## config.mk

```make
export PLATFORM = sky130hd
export DESIGN_NAME = lin_mode_ctrl
export DESIGN_NICKNAME = d
export VERILOG_FILES = /design/src/hdl/lin_mode_pkg.sv /design/src/hdl/filt_if.sv /design/src/hdl/level_filter.sv /design/src/hdl/lin_mode_ctrl.sv
export SDC_FILE = /design/constraint.sdc
export NUM_CORES = 1
export LEC_CHECK = 0
export BUFFER_PORTS_ARGS = -buffer_cell sky130_fd_sc_hd__clkbuf_2
export CAP_MARGIN = 0
export CORE_MARGIN = 2
export CORE_UTILIZATION = 45
export CTS_BUF_LIST = sky130_fd_sc_hd__clkbuf_16
export DETAILED_ROUTE_END_ITERATION = 16
export PLACE_DENSITY_LB_ADDON = 0.25
export SLEW_MARGIN = 20
export SYNTH_ARGS = -nofsm -noshare
export SYNTH_HDL_FRONTEND = slang
export SYNTH_SLANG_ARGS = --single-unit
```

## constraint.sdc

```tcl
create_clock -name clk_sys -period 3.4 [get_ports clk_sys]
set_clock_uncertainty 0.1 [all_clocks]
set_input_delay 0 -clock clk_sys [delete_from_list [all_inputs] [get_ports clk_sys]]
set_output_delay 0 -clock clk_sys [all_outputs]
set_load 0.05 [all_outputs]
```

## src/hdl/lin_mode_pkg.sv

```systemverilog
/*
 * Shared constants of the transceiver mode and wake controller:
 * register map, field positions, reset values and filter timing.
 * Assumes a 100 MHz system clock and a 32-bit classic Wishbone bus.
 */
`default_nettype none

package lin_mode_pkg;

    // ************************************************************
    // Clock and timing
    // ************************************************************
    localparam int CLK_MHZ          = 100;
    localparam int WAKE_SW_FILT_US  = 50;
    // Nominal time, so plain product; always above one cycle
    localparam int WAKE_SW_FILT_CYC = WAKE_SW_FILT_US * CLK_MHZ;
    localparam int BUS_FILT_CYC     = 3000;
    localparam int FILT_W           = 16;

    // ************************************************************
    // Register map (byte addresses)
    // ************************************************************
    localparam logic [3:0] OFS_CTRL     = 4'h0;
    localparam logic [3:0] OFS_STATUS   = 4'h4;
    localparam logic [3:0] OFS_BUS_FILT = 4'h8;

    // Control fields
    localparam int CTRL_BUS_WAKE_EN = 0;
    localparam int CTRL_SW_WAKE_EN  = 1;
    localparam logic [1:0] CTRL_RST = 2'h3;

    // Status fields
    localparam int ST_MODE_LSB  = 0;
    localparam int ST_WK_BUS    = 4;
    localparam int ST_WK_SW     = 5;
    localparam int ST_WK_LOCAL  = 6;
    localparam int ST_SUPPLY_OK = 8;
    localparam int ST_SW_REF    = 9;

    // Mode codes shown in status
    localparam logic [1:0] MODE_UNPOWERED = 2'h0;
    localparam logic [1:0] MODE_WAIT      = 2'h1;
    localparam logic [1:0] MODE_NORMAL    = 2'h2;
    localparam logic [1:0] MODE_SLEEP     = 2'h3;

    typedef enum logic [1:0] {
        ST_UNPOWERED,
        ST_WAIT_NORMAL,
        ST_NORMAL,
        ST_SLEEP
    } mode_state_t;

endpackage : lin_mode_pkg

`default_nettype wire
```

## src/hdl/filt_if.sv

```systemverilog
/*
 * Carrier between the mode controller and its level filters:
 * raw level, acceptance count and filtered level.
 * Assumes both ends run on the same system clock.
 */
`default_nettype none

interface filt_if #(
    parameter int CW = 16
);
    logic          raw;
    logic [CW-1:0] limit;
    logic          level;

    modport filt (input raw, input limit, output level);
    modport user (output raw, output limit, input level);
endinterface : filt_if

`default_nettype wire

```

## src/hdl/level_filter.sv

```systemverilog
/*
 * Level filter: the output follows the raw input only after the
 * input has differed from it for limit consecutive cycles.
 * Assumes raw is already synchronous to clk_sys.
 */
`default_nettype none

module level_filter #(
    parameter int   CW   = 16,
    parameter logic INIT = 1'b0
) (
    // Clock and reset
    input wire logic clk_sys,
    input wire logic srst,
    // Filter carrier
    filt_if.filt     f
);

    logic [CW-1:0] cnt_q;
    logic          level_q;

    // ************************************************************
    // Persistence counter
    // ************************************************************
    // A limit of zero behaves as one: no path passes unfiltered
    always_ff @(posedge clk_sys) begin
        if (srst) begin
            cnt_q   <= '0;
            level_q <= INIT;
        end else if (f.raw == level_q) begin
            cnt_q <= '0;
        end else if (cnt_q + 1'b1 >= f.limit) begin
            cnt_q   <= '0;
            level_q <= f.raw;
        end else begin
            cnt_q <= cnt_q + 1'b1;
        end
    end

    assign f.level = level_q;

endmodule : level_filter

`default_nettype wire

```

## src/hdl/lin_mode_ctrl.sv

```systemverilog
/*
 * Operating mode and wake controller of a single-wire bus
 * transceiver, with a classic Wishbone register slave.
 * Assumes all pins are synchronous to clk_sys and supply_ok comes
 * from an external undervoltage comparator.
 */
// Decided for this implementation: the address map and the Wishbone slave port.
// Behaviour
// - Filtered bus falling edge in sleep: regulator on, go to wait-for-normal.
// - Wait-for-normal holds, communication off, until mode enable is high.
// - Mode enable high during sleep goes straight to normal.
// - Normal mode: transmit and receive paths both active.
// - Sleep: transmit off, low power, wakes from bus, enable or switch.
// - Supply rising from zero enters wait-for-normal with regulator on.
// - Wake switch activation in sleep: wait-for-normal, regulator on.
// - Enable low in normal enters sleep; regulator released, comms off.
// - Undervoltage forces unpowered; supply return enters wait-for-normal.
// - Wait-for-normal: regulator on, transmit and receive off.
// - Bus receive level filtered so short spikes never wake.
// - Switch level stored on sleep entry; opposite level is the wake.
// - Wake switch filtered about fifty microseconds before acceptance.
// - Enabled: transmit low drives bus dominant, high releases it.
// - Receive output high for recessive bus, low for dominant.
`default_nettype none

module lin_mode_ctrl
    import lin_mode_pkg::*;
#(
    parameter int          SW_FILT_CYC  = lin_mode_pkg::WAKE_SW_FILT_CYC,
    parameter logic [15:0] BUS_FILT_DEF = 16'(lin_mode_pkg::BUS_FILT_CYC)
) (
    // Clock and reset
    input  wire logic        clk_sys,
    input  wire logic        srst,
    // Supply monitor
    input  wire logic        supply_ok,
    // Host pins
    input  wire logic        mode_en,
    input  wire logic        txd,
    output logic             rxd,
    // Wake switch
    input  wire logic        wake_sw,
    // Bus line, open drain
    input  wire logic        bus_in,
    output logic             bus_out,
    output logic             bus_oe_n,
    // Regulator enable output, high side or released
    input  wire logic        regulator_enable_output_in,
    output logic             regulator_enable_output_out,
    output logic             regulator_enable_output_oe_n,
    // Wishbone slave
    input  wire logic        wb_cyc_i,
    input  wire logic        wb_stb_i,
    input  wire logic        wb_we_i,
    input  wire logic [3:0]  wb_adr_i,
    input  wire logic [3:0]  wb_sel_i,
    input  wire logic [31:0] wb_dat_i,
    output logic [31:0]      wb_dat_o,
    output logic             wb_ack_o
);

    import lin_mode_pkg::*;

    // ************************************************************
    // Helpers
    // ************************************************************
    function automatic logic [31:0] merge_bytes(
        input logic [31:0] old_v,
        input logic [31:0] new_v,
        input logic [3:0]  sel
    );
        logic [31:0] r;
        r = old_v;
        for (int i = 0; i < 4; i++) begin
            if (sel[i]) begin
                r[i*8 +: 8] = new_v[i*8 +: 8];
            end
        end
        return r;
    endfunction : merge_bytes

    function automatic logic [1:0] mode_code(input mode_state_t s);
        logic [1:0] c;
        c = MODE_UNPOWERED;
        unique case (s)
            ST_UNPOWERED:   c = MODE_UNPOWERED;
            ST_WAIT_NORMAL: c = MODE_WAIT;
            ST_NORMAL:      c = MODE_NORMAL;
            ST_SLEEP:       c = MODE_SLEEP;
        endcase
        return c;
    endfunction : mode_code

    // ************************************************************
    // Declarations
    // ************************************************************
    localparam logic [15:0] SW_LIMIT = 16'(SW_FILT_CYC);

    mode_state_t state_q;
    mode_state_t state_d;

    logic [1:0]  ctrl_q;
    logic [15:0] bus_filt_q;
    logic        wk_bus_q;
    logic        wk_sw_q;
    logic        wk_local_q;
    logic        sw_ref_q;
    logic        bus_filt_prev_q;
    logic        comm_on;
    logic        reg_on;
    logic        bus_wake;
    logic        sw_wake;
    logic        local_wake;
    logic        go_sleep;
    logic        bus_drive_q;
    logic        rxd_q;
    logic        reg_drive_q;
    logic        wb_req;
    logic        wb_wr;
    logic        wr_ctrl;
    logic        wr_status;
    logic        wr_filt;
    logic [31:0] rd_data;
    logic [31:0] dat_q;
    logic        ack_q;
    logic [31:0] filt_merged;

    filt_if #(.CW(FILT_W)) bus_f ();
    filt_if #(.CW(FILT_W)) sw_f ();

    // ************************************************************
    // Input filters
    // ************************************************************
    // Bus idles recessive, so the filter starts high
    assign bus_f.raw   = bus_in;
    assign bus_f.limit = bus_filt_q;

    level_filter #(
        .CW   (FILT_W),
        .INIT (1'b1)
    ) u_bus_filt (
        .clk_sys (clk_sys),
        .srst    (srst),
        .f       (bus_f)
    );

    assign sw_f.raw   = wake_sw;
    assign sw_f.limit = SW_LIMIT;

    level_filter #(
        .CW   (FILT_W),
        .INIT (1'b0)
    ) u_sw_filt (
        .clk_sys (clk_sys),
        .srst    (srst),
        .f       (sw_f)
    );

    // ************************************************************
    // Wake detection
    // ************************************************************
    always_ff @(posedge clk_sys) begin
        if (srst) begin
            bus_filt_prev_q <= 1'b1;
        end else begin
            bus_filt_prev_q <= bus_f.level;
        end
    end

    // Reference is taken from the filtered level, so a bouncing
    // switch at sleep entry cannot itself wake the device
    always_ff @(posedge clk_sys) begin
        if (srst) begin
            sw_ref_q <= 1'b0;
        end else if (go_sleep) begin
            sw_ref_q <= sw_f.level;
        end
    end

    // Recessive to dominant edge of the filtered bus
    assign bus_wake = (state_q == ST_SLEEP)
                    && ctrl_q[CTRL_BUS_WAKE_EN]
                    && bus_filt_prev_q
                    && !bus_f.level;

    assign sw_wake = (state_q == ST_SLEEP)
                   && ctrl_q[CTRL_SW_WAKE_EN]
                   && (sw_f.level != sw_ref_q);

    assign local_wake = (state_q == ST_SLEEP) && mode_en;

    assign go_sleep = (state_q == ST_NORMAL) && !mode_en
                    && supply_ok;

    // ************************************************************
    // Mode state machine
    // ************************************************************
    always_comb begin
        state_d = state_q;
        unique case (state_q)
            ST_UNPOWERED: begin
                if (supply_ok) begin
                    state_d = ST_WAIT_NORMAL;
                end
            end
            ST_WAIT_NORMAL: begin
                if (mode_en) begin
                    state_d = ST_NORMAL;
                end
            end
            ST_NORMAL: begin
                if (!mode_en) begin
                    state_d = ST_SLEEP;
                end
            end
            ST_SLEEP: begin
                // Host command wins, it needs no regulator start-up
                if (local_wake) begin
                    state_d = ST_NORMAL;
                end else if (bus_wake) begin
                    state_d = ST_WAIT_NORMAL;
                end else if (sw_wake) begin
                    state_d = ST_WAIT_NORMAL;
                end
            end
        endcase
        if (!supply_ok) begin
            state_d = ST_UNPOWERED;
        end
    end

    always_ff @(posedge clk_sys) begin
        if (srst) begin
            state_q <= ST_UNPOWERED;
        end else begin
            state_q <= state_d;
        end
    end

    // ************************************************************
    // Pin drive
    // ************************************************************
    assign comm_on = (state_q == ST_NORMAL);

    assign reg_on = (state_q == ST_WAIT_NORMAL)
                 || (state_q == ST_NORMAL);

    // Dominant only from txd low with communication on
    always_ff @(posedge clk_sys) begin
        if (srst) begin
            bus_drive_q <= 1'b0;
        end else begin
            bus_drive_q <= comm_on && !txd;
        end
    end

    // Receive path idles high while communication is off
    always_ff @(posedge clk_sys) begin
        if (srst) begin
            rxd_q <= 1'b1;
        end else begin
            rxd_q <= comm_on ? bus_in : 1'b1;
        end
    end

    always_ff @(posedge clk_sys) begin
        if (srst) begin
            reg_drive_q <= 1'b0;
        end else begin
            reg_drive_q <= reg_on;
        end
    end

    assign bus_out  = 1'b0;
    assign bus_oe_n = !bus_drive_q;
    assign rxd      = rxd_q;

    // Released rather than driven low in sleep and unpowered
    assign regulator_enable_output_out  = 1'b1;
    assign regulator_enable_output_oe_n = !reg_drive_q;

    // ************************************************************
    // Wake source flags
    // ************************************************************
    // Set wins over a write-one clear in the same cycle
    always_ff @(posedge clk_sys) begin
        if (srst) begin
            wk_bus_q   <= 1'b0;
            wk_sw_q    <= 1'b0;
            wk_local_q <= 1'b0;
        end else begin
            wk_bus_q <= (state_d == ST_WAIT_NORMAL && bus_wake)
                     || (wk_bus_q && !(wr_status
                     && wb_sel_i[0] && wb_dat_i[ST_WK_BUS]));
            wk_sw_q <= (state_d == ST_WAIT_NORMAL && sw_wake
                     && !bus_wake)
                     || (wk_sw_q && !(wr_status
                     && wb_sel_i[0] && wb_dat_i[ST_WK_SW]));
            wk_local_q <= (state_d == ST_NORMAL && local_wake)
                       || (wk_local_q && !(wr_status
                       && wb_sel_i[0] && wb_dat_i[ST_WK_LOCAL]));
        end
    end

    // ************************************************************
    // Wishbone slave
    // ************************************************************
    // One wait state: ack one cycle after the request, then low
    assign wb_req    = wb_cyc_i && wb_stb_i && !ack_q;
    assign wb_wr     = wb_req && wb_we_i;
    assign wr_ctrl   = wb_wr && (wb_adr_i == OFS_CTRL);
    assign wr_status = wb_wr && (wb_adr_i == OFS_STATUS);
    assign wr_filt   = wb_wr && (wb_adr_i == OFS_BUS_FILT);

    assign filt_merged = merge_bytes({16'h0000, bus_filt_q},
                                     wb_dat_i, wb_sel_i);

    always_ff @(posedge clk_sys) begin
        if (srst) begin
            ctrl_q <= CTRL_RST;
        end else if (wr_ctrl && wb_sel_i[0]) begin
            ctrl_q <= wb_dat_i[1:0];
        end
    end

    always_ff @(posedge clk_sys) begin
        if (srst) begin
            bus_filt_q <= BUS_FILT_DEF;
        end else if (wr_filt) begin
            bus_filt_q <= filt_merged[15:0];
        end
    end

    // Unmapped offsets read zero and ignore writes
    always_comb begin
        rd_data = 32'h0000_0000;
        unique case (wb_adr_i)
            OFS_CTRL: begin
                rd_data[1:0] = ctrl_q;
            end
            OFS_STATUS: begin
                rd_data[ST_MODE_LSB +: 2] = mode_code(state_q);
                rd_data[ST_WK_BUS]        = wk_bus_q;
                rd_data[ST_WK_SW]         = wk_sw_q;
                rd_data[ST_WK_LOCAL]      = wk_local_q;
                rd_data[ST_SUPPLY_OK]     = supply_ok;
                rd_data[ST_SW_REF]        = sw_ref_q;
            end
            OFS_BUS_FILT: begin
                rd_data[15:0] = bus_filt_q;
            end
            default: begin
                rd_data = 32'h0000_0000;
            end
        endcase
    end

    always_ff @(posedge clk_sys) begin
        if (srst) begin
            ack_q <= 1'b0;
        end else begin
            ack_q <= wb_req;
        end
    end

    always_ff @(posedge clk_sys) begin
        if (srst) begin
            dat_q <= 32'h0000_0000;
        end else if (wb_req && !wb_we_i) begin
            dat_q <= rd_data;
        end
    end

    assign wb_ack_o = ack_q;
    assign wb_dat_o = dat_q;

endmodule : lin_mode_ctrl

`default_nettype wire

```

Word-level counts from Yosys, hierarchy flattened --
Index checks and enable logic that the tools add are counted.
Cells by class: equal/unequal tests 10, divide/modulo/power cells 0, $mul 0, reduce and logical (&&, ||, !) cells 52, order comparisons 2, bitwise operators 3, add/subtract/negate cells 2, shifts and indexed selects 0, mux-type cells 14
Operator list (count):
- adder 16 x 1 -> 16 bit, second input constant | 2
- logical AND 1 bit | 28
- greater-or-equal comparator 16 x 13 -> 1 bit, second input constant | 1
- greater-or-equal comparator 16 bit | 1
- one-hot mux 2 bit (4 select lines) | 2
- 2-to-1 mux 2 bit | 7
- logical NOT 1 bit | 11
- AND reduction 2 bit | 4
- == test 2 bit, second input constant | 3
- 2-to-1 mux 6 bit | 1
- one-hot mux 2 bit (3 select lines) | 1
- one-hot mux 3 bit (2 select lines) | 1
- OR reduction 3 bit | 2
- == test 2 x 1 -> 1 bit, second input constant | 2
- == test 4 x 3 -> 1 bit, second input constant | 1
- == test 4 bit, second input constant | 1
- logical NOT 4 bit | 1
- logical OR 1 bit | 4
- one-hot mux 2 bit (2 select lines) | 1
- NOT 1 bit | 3
- == test 1 bit | 2
- logical NOT 2 bit | 1
- OR reduction 2 bit | 1
- 2-to-1 mux 1 bit | 1
- != test 1 bit | 1
Storage, ports and cells: memories kept 0, latch bits 0, flip-flop bits (word level) 79, memory bits (writable) 0, memory bits (read-only) 0

Logic depth before layout (Yosys ltp) --
depth in word-level cells 12, gate-level depth with buffers 14, depth with buffers taken out 13

By module --
From an unflattened synthesis, not the netlist that was laid out.
Unflattened totals: cells, all modules 511, area total of the unflattened synthesis 4426.7 um2
Modules (own cells, without submodules):
- lin_mode_ctrl | sequential area each 900.9 um2, times used 1, cells an instance 243, area an instance 2058.2 um2
- level_filter at u_sw_filt | sequential area each 340.3 um2, times used 1, cells an instance 134, area an instance 1193.6 um2
- level_filter at u_bus_filt | sequential area each 340.3 um2, times used 1, cells an instance 134, area an instance 1174.9 um2

Worst setup path before layout --
Ideal clock, no wire load.
path kind reg2reg, from register u_bus_filt.cnt_q[2], to register u_bus_filt.cnt_q[10], path buffers 1, period minus slack after synthesis 2964 ps, data arrival time 2797 ps, slack 436 ps, cell stages (with the launch flop) 15, cells stage by stage dfxtp_1 nand2_1 nor2_1 and3_1 and4_1 xor2_1 ha_1 a21o_1 a21o_1 a21oi_1 nand2_1 a41oi_1 o2111ai_1 clkbuf_1 nor2b_1
On the way: word-level cells in the longest chain between the ends 3
Ends and longest elaborated chain:
- start: declaration | line level_filter.sv:19 | logic [CW-1:0] cnt_q;
- start signal: assignment | line level_filter.sv:36 | cnt_q <= cnt_q + 1'b1;
- adder 16 x 1 -> 16 bit * | line level_filter.sv:32, level_filter.sv:36
- greater-or-equal comparator 16 bit | line level_filter.sv:32 | end else if (cnt_q + 1'b1 >= f.limit) begin
- OR reduction 3 bit (no line)
Every way passes the cells marked *; elsewhere a longest branch is shown, timed or not. A chain may end at the register's enable or synchronous reset.

Worst setup path after layout --
from register u_bus_filt.cnt_q[2], to register u_bus_filt.cnt_q[9]
The elaborated chain is that of the path after synthesis.

==> reports/metrics.yaml <==
firstDrtPassIters: 4
max-cap-violations: 0
yosys_warnings: 0
final_common_cell: "dfxtp_1"
postPlaceCellArea_sq_um: 4230
syn_inst: 456
grtUsageTotal: 0.188
yosys.cell_types.count: 50
outcome: "complete, no violations"
portBuffers: 51
rows: 34
grt_max_degree: 39
power_density_nw_per_um2: 431
cp_cell_sequence: "nand2_1 > nor2_2 > and3_2 > and4_2 > xor2_1 > ha_1 > a21o_1 > a21o_1 > a21oi_1 > nand2_1 > a41oi_2 > o2111ai_1 > buf_4 > nor2b_1"
period_share: 0.906
reg2reg_from: "u_bus_filt.cnt_q[2]"
dieArea_sq_um: 9550
rsz0062_at_grt: "false"
critPathMaxStageDelay_ns: 0.39
criticalPathCategory: "reg2reg"
crit_path_max_fanout: 16
synth-seq-cells: 79
ios: 89
insertion_delay_ns: 0.33
slew_headroom: 0.487
worstSetupEndpointType: "flop"
grt_pass1_vias: 3142
tritoncts: "yes"
seq_area_sq_um: 1580
gr-total-overflow: 0
tns_ns: 0
wl_um: 8620
mostFrequentLayoutCells: "dfxtp_1 (79), clkbuf_2 (51), nand2_1 (41)"
cts_buffers: 9
wl_per_cell_um: 13.4
grt_pass1_wl_um: 14600
maxSlewViolCount: 0
syn_to_final_growth_pct: 21.9
hp-start: "wb_adr_i[3]"
drive_gt1_frac: 0.171
synth_seq_area_share: 0.400
clock-sinks: 79
fillCellCount: 804
tightest_slew_ns: 0.769
finalInstanceArea_sq_um: 4820
multi_input_area_sq_um: 2150
antennaDiodeCount: 0
setup_viol: 0
layout_setup_ws_ns: 0.320
vias: 3296
start_util: 0.458
synth.avg_cell_area_sq_um: 8.67
cp.required_ns: 3.56
drtIter0Drc: 114
avgViaCountPerCell: 5.11
core_sq_um: 8640
drc_errors: 0
die_x_um: 97.7
fmax_ghz: 0.325
ant_nets: 0
antenna_found_initial: 0
peakVddDrop_uv: 271
p_leak_nw: 2.02
hold_path.class: "in2reg"
fin_crit_ns: 3.08
clockBufferDepth: 2
synthArstFlopShare: 0
arrival_ns: 3.24
synth_edf_count: 0
dpl.hpwl_um: 6320
crit_start: "u_bus_filt.cnt_q[2]"
synthesis.area_sq_um: 3950
cp-start-kind: "flop"
nets: 605
cpMaxStageDelayCell: "dfxtp_1"
globalplace.congestion: 0.824
h-tree-depth: 3
root_buffer: "clkbuf_16"
hold_viol: 0
dp_slack_ns: 0.272
die_h_um: 97.7
synth_ff_type: "dfxtp_1"
clk_pin_slew_worst_paths_ns: 0.07
-- area by class of cell --
class / count / area share
clock buffers: 9 / 0.0468
clock inverters: 7 / 0.0164
inverters: 25 / 0.0195
multi-input cells: 336 / 0.447
flip-flops and latches: 79 / 0.328
well taps: 108 / 0.0281
repair buffers: 81 / 0.114
-- logic make-up (layout without fill, tap and decap cells) --
logic type               count (synthesis)  in the layout  share of synthesized area
AND/OR/NAND/NOR                        179            179                      0.237
flip-flops                              79             79                      0.400
AO/OA/AOI/OAI                           70             70                      0.111
buffers and inverters                   60            122                     0.0772
XOR/XNOR                                27             27                     0.0598
adder cells (fa/ha/maj)                 22             22                     0.0696
multiplexers                            17             17                     0.0431
other                                    2             21                    0.00190
-- registers in the layout, summed over array words and instances (netlist names), 2 cells and up --
name / flops
u_bus_filt.cnt_q: 16
bus_f.limit: 16
u_sw_filt.cnt_q: 16
state_q: 2
ctrl_q: 2
wb_dat_o: 16
-- synthesized netlist by cell type (all sizes together) (2+ instances only) --
master	count	area, sq um
dfxtp	79	1580
nor2	45	191
nand2	41	154
a21oi	25	125
inv	25	93.8
nand3	23	128
ha	22	275
buf	21	159
nor2b	19	119
mux2i	17	170
xnor2	15	131
clkbuf	14	52.6
o21ai	13	65.1
xor2	12	105
and3	11	80.1
nor3	9	45.0
nand4	8	50.1
o211ai	8	60.1
a21o	6	45.0
or3	6	43.8
a22oi	5	37.5
nor4	4	25.0
a32o	2	20.0
a32oi	2	17.5
and2	2	12.5
and4b	2	20.0
conb	2	7.51
nand2b	2	12.5
o22ai	2	12.5
or2	2	12.5
-- metrics by stage --
step | instances | util | hold slack [ns] | total power [W]
floorplan | 475 | - | -0.0232 | 0.00107
global placement | 602 | 0.490 | 0.0663 | 0.00109
detailed placement | 602 | 0.490 | 0.0673 | 0.00109
CTS | 645 | 0.556 | 0.0451 | 0.00209
global route | 645 | 0.558 | 0.0835 | 0.00215
finish | 645 | 0.558 | 0.0611 | 0.00208
-- per-layer routing --
metal / share of wire / vias to the layer above / track usage
li1: - / 1685 / -
met2: 0.48 / 45 / 0.306
met1: 0.48 / 1554 / 0.248
met4: 0.018 / 0 / 0.0577
met3: 0.027 / 12 / 0.0453
met5: 0 / - / 0
-- power breakdown --
part | internal (W) | switching [W] | total [W]
Combinational | 0.0000520 | 0.000103 | 0.000155
Sequential | 0.000932 | 0.00000644 | 0.000939
Clock | 0.000578 | 0.000403 | 0.000981
Total | 0.00156 | 0.000513 | 0.00208
-- timing repair --
| action | CTS | global route |
|---|---|---|
| setup endpoints to repair | 0 | 16 |
| endpoints found under the hold margin | 30 | 0 |
| gates resized for setup | 0 | 4 |
| hold buffers | 27 | 0 |
| buffers inserted | 0 | 0 |
-- final timing paths --
check	to	slack, ns	depth (start not counted)
min	ctrl_q[0]	0.06	4
min reg2reg	wb_dat_o[12]	0.35	2
max reg2reg	u_bus_filt.cnt_q[9]	0.32	14
max	u_bus_filt.cnt_q[9]	0.32	14
-- worst max-delay path: cells and delay by family, from the launching register on --
family                     cells  cell delay (ns)
and+or+nand+nor                6             0.99
buffers and inverters          1             0.23
AOI/OAI and AO/OA              5             0.82
adders and majority gates      1             0.27
DFF                            1             0.39
xor gates and xnor gates       1             0.19
Power figures use the tool's default switching activity.
